$ cat config.mk
export PLATFORM = sky130hd
export DESIGN_NAME = reset_input_lock_control
export DESIGN_NICKNAME = d
export VERILOG_FILES = /design/src/hdl/reset_lock_pkg.sv /design/src/hdl/key_commit_if.sv /design/src/hdl/key_commit_decoder.sv /design/src/hdl/reset_input_lock_control.sv
export VERILOG_INCLUDE_DIRS = /design/src /design/src/hdl
export SDC_FILE = /design/constraint.sdc
export NUM_CORES = 1
export LEC_CHECK = 0
export ABC_AREA = 1
export BUFFER_PORTS_ARGS = -buffer_cell sky130_fd_sc_hd__buf_2
export CAP_MARGIN = 20
export CORE_ASPECT_RATIO = 1.2
export CORE_MARGIN = 2
export CORE_UTILIZATION = 42
export CTS_CLUSTER_DIAMETER = 30
export DETAILED_ROUTE_END_ITERATION = 10
export GPL_ROUTABILITY_DRIVEN = 0
export PLACE_DENSITY = 0.7
export RECOVER_POWER = 50
export SLEW_MARGIN = 20
export SYNTH_ARGS = -nofsm -noshare
export SYNTH_HDL_FRONTEND = slang
export SYNTH_SLANG_ARGS = --single-unit
$ cat constraint.sdc
create_clock -name clk -period 0.9 [get_ports clk]
set_clock_uncertainty 0.05 [all_clocks]
set_input_delay 0.18 -clock clk [delete_from_list [all_inputs] [get_ports clk]]
set_output_delay 0.18 -clock clk [all_outputs]
set_load 0.01 [all_outputs]
$ cat src/hdl/reset_input_lock_consts.svh
// Register map, key codes and field positions of the reset input lock control
`ifndef RESET_INPUT_LOCK_CONSTS_SVH
`define RESET_INPUT_LOCK_CONSTS_SVH

// Register addresses
`define RSC_ADDR 12'hfde
`define KEY_ADDR 12'hfdf
`define FLAGS_ADDR 12'hfcc

// Key codes
`define KEY_DISABLE_CODE 8'hb2
`define KEY_FLAG_CLEAR_CODE 8'h71
`define KEY_AREA_VECTOR_CODE 8'h4d

// Field positions in the staged control, status and flags registers
`define BIT_DISABLE 0
`define BIT_AREA 1
`define BIT_VECTOR 2
`define BIT_FLAG_CLEAR 7

// Flag positions for the internal sources other than power-on
`define FLAG_POS_WATCHDOG 0
`define FLAG_POS_CLOCK_FAULT 1
`define FLAG_POS_VOLTAGE1 2
`define FLAG_POS_VOLTAGE2 3
`define FLAG_POS_TRIM 4
`define FLAG_POS_FLASH 6

// Reset value and internal source count
`define RESET_BYTE 8'h00
`define NUM_INT_SOURCES 6

`endif

$ cat src/hdl/reset_lock_pkg.sv
// Types shared by the reset input lock control modules
package reset_lock_pkg;
  typedef logic [7:0] byte_type;
  typedef logic [11:0] addr_type;
  typedef logic [2:0] staged_type;
  typedef logic [6:0] flags_type;
endpackage

$ cat src/hdl/key_commit_if.sv
// Carrier between the register core and the key decoder
`timescale 1ns/1ps
interface key_commit_if;
  logic wr;
  reset_lock_pkg::addr_type addr;
  reset_lock_pkg::byte_type wdata;
  logic commit_disable;
  logic commit_area_vector;
  logic commit_flag_clear;

  modport decoder (
    input wr,
    input addr,
    input wdata,
    output commit_disable,
    output commit_area_vector,
    output commit_flag_clear
  );
  modport core (
    output wr,
    output addr,
    output wdata,
    input commit_disable,
    input commit_area_vector,
    input commit_flag_clear
  );
endinterface // key_commit_if

$ cat src/hdl/key_commit_decoder.sv
// Key register decoder producing one-cycle commit pulses
`timescale 1ns/1ps
`include "reset_input_lock_consts.svh"
module key_commit_decoder #(
  parameter reset_lock_pkg::byte_type AREA_VECTOR_CODE = `KEY_AREA_VECTOR_CODE
) (
  input wire logic clk,
  input wire logic rst,
  key_commit_if.decoder kc
);
  logic dis_ff, area_ff, clr_ff;
  logic nxt_dis, nxt_area, nxt_clr;
  logic key_wr;

  // Exact eight-bit match; any other code is dropped silently
  always_comb begin
    key_wr = kc.wr && (kc.addr == `KEY_ADDR);
    nxt_dis = key_wr && (kc.wdata == `KEY_DISABLE_CODE);
    nxt_area = key_wr && (kc.wdata == AREA_VECTOR_CODE);
    nxt_clr = key_wr && (kc.wdata == `KEY_FLAG_CLEAR_CODE);
  end

  // Pulses last exactly one cycle since strobes do
  always_ff @(posedge clk or posedge rst) begin
    if (rst) begin
      dis_ff <= 1'b0;
      area_ff <= 1'b0;
      clr_ff <= 1'b0;
    end else begin
      dis_ff <= nxt_dis;
      area_ff <= nxt_area;
      clr_ff <= nxt_clr;
    end
  end

  assign kc.commit_disable = dis_ff;
  assign kc.commit_area_vector = area_ff;
  assign kc.commit_flag_clear = clr_ff;
endmodule // key_commit_decoder

$ cat src/hdl/reset_input_lock_control.sv
// Reset merge and key-locked external reset disable control
//
// Overview of operation
// - System reset is raised by power-on reset, by the external input unless the disable bit is committed, or by any of the six internal sources.
// - Of the kinds of reset, only power-on reset clears the committed disable bit.
// - Staged control bits return to zero on every kind of reset.
// - The staged disable bit takes effect only when the key register receives 0xb2.
// - Key 0x71 commits the flag clear request, another code the other bits, others do nothing.
// - The status register at the key address shows the committed disable bit in bit 0.
// - Bits 7 to 3 of the staged control register read as zero.
// - Bits 7 to 3 of the status register read as zero.
// - A committed flag clear request clears the internal source reset flags.
`timescale 1ns/1ps
`include "reset_input_lock_consts.svh"
module reset_input_lock_control #(
  parameter reset_lock_pkg::byte_type AREA_VECTOR_CODE = `KEY_AREA_VECTOR_CODE
) (
  input wire logic clk,
  input wire logic rst,
  input wire logic ext_reset_n,
  input wire logic [`NUM_INT_SOURCES-1:0] int_reset_src,
  input wire reset_lock_pkg::addr_type addr,
  input wire reset_lock_pkg::byte_type wdata,
  input wire logic wr,
  input wire logic rd,
  output reset_lock_pkg::byte_type rdata_ff,
  output logic system_reset_ff,
  output logic ext_reset_disable_committed_ff
);

  ////////////////////////////////////////////////////////////////////////////
  // Key decoder

  key_commit_if kc ();
  assign kc.wr = wr;
  assign kc.addr = addr;
  assign kc.wdata = wdata;

  key_commit_decoder #(
    .AREA_VECTOR_CODE(AREA_VECTOR_CODE)
  ) u_key (
    .clk(clk),
    .rst(rst),
    .kc(kc)
  );

  ////////////////////////////////////////////////////////////////////////////
  // Reset merge

  logic nxt_system_reset;

  // One flop of delay keeps the output glitch free
  always_comb begin
    nxt_system_reset = (!ext_reset_n && !ext_reset_disable_committed_ff) || (|int_reset_src);
  end

  // Power-on reset asserts system reset directly
  always_ff @(posedge clk or posedge rst) begin
    if (rst) begin
      system_reset_ff <= 1'b1;
    end else begin
      system_reset_ff <= nxt_system_reset;
    end
  end

  ////////////////////////////////////////////////////////////////////////////
  // Staged and committed control bits

  reset_lock_pkg::staged_type staged_ff, nxt_staged;
  logic fclr_staged_ff, nxt_fclr_staged;
  logic area_committed_ff, nxt_area_committed;
  logic vector_committed_ff, nxt_vector_committed;
  logic nxt_disable_committed;

  always_comb begin
    nxt_staged = staged_ff;
    nxt_fclr_staged = fclr_staged_ff;
    if (wr && addr == `RSC_ADDR) begin
      nxt_staged = wdata[2:0];
    end
    if (wr && addr == `FLAGS_ADDR) begin
      nxt_fclr_staged = wdata[`BIT_FLAG_CLEAR];
    end
    // staged bits cleared by any reset
    if (system_reset_ff) begin
      nxt_staged = 3'h0;
      nxt_fclr_staged = 1'b0;
    end
    nxt_disable_committed = ext_reset_disable_committed_ff;
    nxt_area_committed = area_committed_ff;
    nxt_vector_committed = vector_committed_ff;
    if (kc.commit_disable) begin
      nxt_disable_committed = staged_ff[`BIT_DISABLE];
    end
    if (kc.commit_area_vector) begin
      nxt_area_committed = staged_ff[`BIT_AREA];
      nxt_vector_committed = staged_ff[`BIT_VECTOR];
    end
  end

  // committed bits see power-on reset only
  always_ff @(posedge clk or posedge rst) begin
    if (rst) begin
      staged_ff <= 3'h0;
      fclr_staged_ff <= 1'b0;
      ext_reset_disable_committed_ff <= 1'b0;
      area_committed_ff <= 1'b0;
      vector_committed_ff <= 1'b0;
    end else begin
      staged_ff <= nxt_staged;
      fclr_staged_ff <= nxt_fclr_staged;
      ext_reset_disable_committed_ff <= nxt_disable_committed;
      area_committed_ff <= nxt_area_committed;
      vector_committed_ff <= nxt_vector_committed;
    end
  end

  ////////////////////////////////////////////////////////////////////////////
  // Internal source reset flags

  reset_lock_pkg::flags_type flags_ff, nxt_flags, flag_set;

  // Per-source flag set, bit 5 has no source here
  genvar g;
  generate
    for (g = 0; g < 7; g++) begin : g_flag
      if (g == 5) begin : g_none
        assign flag_set[g] = 1'b0;
      end else begin : g_src
        assign flag_set[g] = int_reset_src[g < 5 ? g : 5];
      end
    end
  endgenerate

  // Set wins over a committed clear in the same cycle
  always_comb begin
    nxt_flags = flags_ff;
    if (kc.commit_flag_clear && fclr_staged_ff) begin
      nxt_flags = 7'h00;
    end
    nxt_flags = nxt_flags | flag_set;
  end

  // Flags survive the resets they record
  always_ff @(posedge clk or posedge rst) begin
    if (rst) begin
      flags_ff <= 7'h00;
    end else begin
      flags_ff <= nxt_flags;
    end
  end

  ////////////////////////////////////////////////////////////////////////////
  // Read data

  reset_lock_pkg::byte_type nxt_rdata;

  // Key register is write-only, so its address returns status instead
  always_comb begin
    nxt_rdata = `RESET_BYTE;
    if (rd) begin
      unique case (addr)
        `RSC_ADDR: nxt_rdata = {5'h00, staged_ff};
        `KEY_ADDR: nxt_rdata = {5'h00, vector_committed_ff, area_committed_ff,
          ext_reset_disable_committed_ff};
        `FLAGS_ADDR: nxt_rdata = {1'b0, flags_ff};
        default: nxt_rdata = `RESET_BYTE;
      endcase
    end
  end

  always_ff @(posedge clk or posedge rst) begin
    if (rst) begin
      rdata_ff <= `RESET_BYTE;
    end else begin
      rdata_ff <= nxt_rdata;
    end
  end

endmodule // reset_input_lock_control

* After elaboration in Yosys (flattened, before gate mapping)
Index checks and enable logic that the tools add are counted.
** Storage, ports and cells
- Bits of input ports :: 31
- Logic and storage cells :: 39
- Register bits after elaboration :: 26
- Output and inout port bits :: 10
** Operators by class
- Equality and inequality tests :: 6
- Bitwise logic cells :: 1
- Reductions and logical operators :: 14
- Mux-type cells :: 7
** Operators by type and width (count)
- $eq A12 B12 Y1 const B :: 3
- $pmux W7 S3 :: 1
- $eq A8 B7 Y1 const B :: 2
- $mux W7 :: 2
- $eq A8 B8 Y1 const B :: 1
- $logic_and A1 B1 Y1 :: 8
- $or A7 B7 Y7 :: 1
- $mux W3 :: 2
- $reduce_or A6 Y1 :: 1
- $reduce_bool A2 Y1 :: 2
- $logic_not A1 Y1 :: 2
- $mux W1 :: 2
- $logic_or A1 B1 Y1 :: 1

* Depth between registers and ports, before layout
- Word-level depth :: 4
- Gate-level depth with buffers :: 8
- Depth with buffers taken out :: 8

* By module
A second synthesis with hierarchy kept.
** Second synthesis, totals
- Cells, all modules :: 150
- Area total of the unflattened synthesis :: 1206.2 µm²
** Modules (own cells, without submodules)
- reset_input_lock_control :: instances 1, area an instance 992.2 µm², cells an instance 113
- key_commit_decoder :: instances 1, area an instance 214.0 µm², cells an instance 37

* Worst setup path after synthesis
OpenSTA, ideal clock, no wires.
- Path kind :: input to register
- From :: input addr[9]
- To :: register staged_ff[0]
- Path buffers :: 1
- Library setup time :: 0.121 ns
- Stages on the path :: 6
- Required time :: 0.729 ns
- Path slack :: -0.087 ns
- Arrival time :: 0.816 ns
- Cell sequence :: nand2_1 > nor2_4 > buf_4 > nand4_1 > nand3_1 > o21ai_1
** Between the ends
- Cells in the longest elaborated chain, start to end :: 3
** RTL lines
- from (decl) :: line reset_input_lock_control.sv:22 : input wire reset_lock_pkg::addr_type addr,
- $eq A12 B12 Y1
- $logic_and A1 B1 Y1 (no line)
- $reduce_bool A2 Y1 (no line)
- to (signal assigned) :: line reset_input_lock_control.sv:110 : staged_ff <= nxt_staged;
- to (decl) :: line reset_input_lock_control.sv:69 : reset_lock_pkg::staged_type staged_ff, nxt_staged;
Every way passes these cells.
A chain may end at the register's enable or synchronous reset.

* Worst setup path after layout
- From :: register system_reset_ff
- To :: output system_reset_ff
** RTL lines
- from (decl) :: line reset_input_lock_control.sv:27 : output logic system_reset_ff,
- from (signal assigned) :: line reset_input_lock_control.sv:62 : system_reset_ff <= nxt_system_reset;
No word-level cell between the ends.

==> Flow_metrics.wiki <==
{| class="wikitable"
! Metric !! Value
|-
| Outcome || complete, but fails checks
|-
| Synthesized area || 1130 µm²
|-
| First-pass iteration count of the detailed router || 4
|-
| Number of nets with antenna violations after routing || 0
|-
| Via count of the first global-routing pass || 985
|-
| Cell-by-cell trace of the critical path || buf_6
|-
| Final hold violation count || 0
|-
| Clock H-tree levels || 1
|-
| Transition at the pin with the smallest max-transition slack || 520 ps
|-
| Flip-flop and latch count after synthesis || 23
|-
| CORE AREA || 2550 µm²
|-
| Setup repair after global routing missed its margin || yes
|-
| Data required time at the worst endpoint || 670 ps
|-
| Final global-route overflow total || 0
|-
| Critical path launch point type || flop
|-
| Yosys Warn Count || 0
|-
| Detailed-route DRC error count || 0
|-
| Period utilization || 132%
|-
| Fmax || 844 MHz
|-
| Total die area || 3140 µm²
|-
| Initial Utilization || 44.5%
|-
| Number of instances in the synthesized netlist || 126
|-
| Clk slew on worst S/H paths || 120 ps
|-
| Pin count of the biggest net entering global routing || 24
|-
| EDFF count, synth || 0
|-
| Endpoint of the worst register-to-register path || staged_ff[2]
|-
| Cell Count Post-Placement || 203
|-
| Layout-stage area growth over the synthesis result || 36.4%
|-
| Count of routing violations after the opening detailed-route iteration || 7
|-
| Worst Hold Depth || 2
|-
| Crit path max-delay cell type || sky130_fd_sc_hd__dfstp_2
|-
| Mean instance size in the synthesized netlist || 9.01 µm²
|-
| Clock latency of the later-clocked register in the worst-skew pair || 300 ps
|-
| Longest individual stage delay on the worst path || 560 ps
|-
| Violated checks || setup timing
|-
| Fraction of the yosys area taken by sequential cells || 50.8%
|-
| Worst path setup slack after routing || -285 ps
|-
| Max Buffers Root-to-Sink || 2
|-
| Root buffer selected by CTS || sky130_fd_sc_hd__clkbuf_4
|-
| Crit-path leading delay family || flip-flops
|-
| Critical Path End Type || output pin
|-
| Fraction of final layout cells sized beyond drive strength 1 || 44.1%
|-
| Origin of the critical flop-to-flop path || system_reset_ff
|-
| Final core occ || 60.6%
|-
| Final setup viols || 14
|-
| Total wirelength of the detailed-routed design || 2.38 mm
|-
| Final hold slack || 27.0 ps
|-
| Reg2Reg Depth || 4
|-
| Aggregate global-route resource usage || 16.9%
|-
| Maximum net fanout on the critical path || 2
|-
| Top flip-flop cell by instance count after synthesis || sky130_fd_sc_hd__dfrtp_1
|-
| Count of final max-slew check failures || 0
|-
| # IOs || 41
|-
| Flop-to-flop setup slack || -100 ps
|-
| Number of antenna violations at the first check in global routing || 0
|-
| PwrDens || 1110 nW/µm²
|-
| Standard-cell rows || 20
|-
| Global-route wire length before repair || 3.96 mm
|-
| Peak ir drop on the vdd network || 0.684 mV
|-
| Async set-or-reset flop fraction in the synthesized netlist || 100%
|-
| Worst path arrival time || 960 ps
|-
| Origin of the worst min-delay path || int_reset_src[1]
|-
| CTS sink cnt || 23
|-
| Die Ht || 60.9 µm
|-
| Nets || 211
|-
| Via count || 1029
|-
| Leakage power || 0.000820 µW
|-
| Number of antenna repair diodes || 0
|-
| CTS tree || built
|-
| Setup Crit Path Kind || reg2out
|-
| Mean routed wirelength per cell || 11.2 µm
|-
| Slew Limit Headroom || 65.0%
|-
| CP Buf/Inv Count || 1
|-
| Tmin final || 1190 ps
|-
| Max-Cap Viols || 0
|-
| Post-route non-filler standard cell count || 212
|-
| Post-synth cell types || 26
|-
| Width of the die || 51.5 µm
|-
| Hold Crit Class || in2reg
|-
| # port buffers || 38
|-
| Worst hold path endpoint || flags_ff[1]
|-
| Cts bufs inserted || 3
|-
| Post-DP HPWL || 1.94 mm
|-
| Via count normalized by instance count || 4.85
|}
layer usage:
layer | share of wire (%) | vias to the layer above | global-route usage, % | wire length [µm]
met3 | 3.8 | 4 | 2.96 | 90
met4 | 0.80 | 0 | 7.52 | 19
met2 | 56 | 21 | 32.4 | 1340
li1 | - | 521 | - | -
met1 | 39 | 483 | 18.1 | 928
met5 | 0 | - | 0 | 0
what timing repair did:
| item | in CTS | in global routing |
|---|---|---|
| setup buffers | 2 | 1 |
| hold endpoints to repair | 23 | 0 |
| hold buffers | 2 | 0 |
| resized for setup | 3 | 5 |
| endpoints found under the setup margin | 12 | 19 |
| pin swaps | 2 | 1 |
how the worst max path moves through the flow:
stage,startpoint,endpoint,slack (ps),cells past startpoint
final,system_reset_ff,system_reset_ff,-290,1
after global routing,system_reset_ff,system_reset_ff,-330,1
after CTS,system_reset_ff,system_reset_ff,-310,1
after detailed placement,addr[10],u_key.kc.commit_flag_clear,-280,7
after global placement,addr[10],u_key.kc.commit_flag_clear,-260,7
after floorplan,addr[10],staged_ff[0],-40,6
synth_stat cells, types with 2 or more instances:
master                     n  area [µm²]
sky130_fd_sc_hd__a21o_1    3        22.5
sky130_fd_sc_hd__dfrtp_1  22         551
sky130_fd_sc_hd__nor2_1   12        45.0
sky130_fd_sc_hd__inv_2     3        11.3
sky130_fd_sc_hd__nand4_1  13        81.3
sky130_fd_sc_hd__nor2_4    2        22.5
sky130_fd_sc_hd__o21ai_1   3        15.0
sky130_fd_sc_hd__nand2_1  16        60.1
sky130_fd_sc_hd__o21ai_0   2        10.0
sky130_fd_sc_hd__buf_4     3        22.5
sky130_fd_sc_hd__nor2_2    3        18.8
sky130_fd_sc_hd__nand3_1  10        50.1
sky130_fd_sc_hd__inv_1    18        67.6
sky130_fd_sc_hd__nor4_1    2        12.5
sky130_fd_sc_hd__mux2_2    3        33.8
per-stage QoR:
| stage | cell area (µm²) | worst slack [ps] | setup TNS (ps) | total power, µW |
|---|---|---|---|---|
| after floorplan | 1180 | -38.8 | -82.9 | 1150 |
| after global placement | 1450 | -260 | -2210 | 1260 |
| after detailed placement | 1450 | -280 | -2480 | 1270 |
| after CTS | 1530 | -308 | -1910 | 1750 |
| after global routing | 1550 | -330 | -2420 | 1800 |
| final | 1550 | -285 | -1760 | 1720 |
cell type report:
cell class | instances | area [µm²]
fill | 239 | 1000
clock inverter | 1 | 5.00
inverter | 21 | 81.3
sequential | 23 | 577
multi-input combinational | 79 | 510
clock buffer | 3 | 22.5
timing repair buffer | 52 | 310
tap | 33 | 41.3
report_power, final:
group | switching, µW | leakage, µW | internal, µW
Clock | 299 | 0.0000177 | 166
Combinational | 124 | 0.000516 | 97.4
Sequential | 0.173 | 0.000287 | 1030
Total | 423 | 0.000820 | 1300
registers in the layout, summed over array words and instances (netlist names):
signal / count
flags_ff: 6
rdata_ff: 6
staged_ff: 3
area_committed_ff: 1
ext_reset_disable_committed_ff: 1
fclr_staged_ff: 1
system_reset_ff: 1
u_key.kc.commit_area_vector: 1
u_key.kc.commit_disable: 1
u_key.kc.commit_flag_clear: 1
vector_committed_ff: 1
kinds of logic after synthesis:
group	synth area share, %
muxes	2.98
buffers and inverters	9.92
and+or+nand+nor	29.5
DFF	50.8
other	0.330
AOI/OAI and AO/OA	6.39
layout by cell type, fill, tap and decap left out, drive strengths merged, types with 3 or more instances in the layout:
master | netlist | layout
o21ai | 6 | 6
nand4 | 14 | 14
mux2 | 3 | 3
buf | 4 | 49
clkbuf | 0 | 4
a21o | 3 | 3
nand3 | 11 | 11
inv | 21 | 21
nand2 | 17 | 17
dfrtp | 22 | 22
nor2 | 17 | 17
Note: power is estimated with default switching activity, not from simulation.
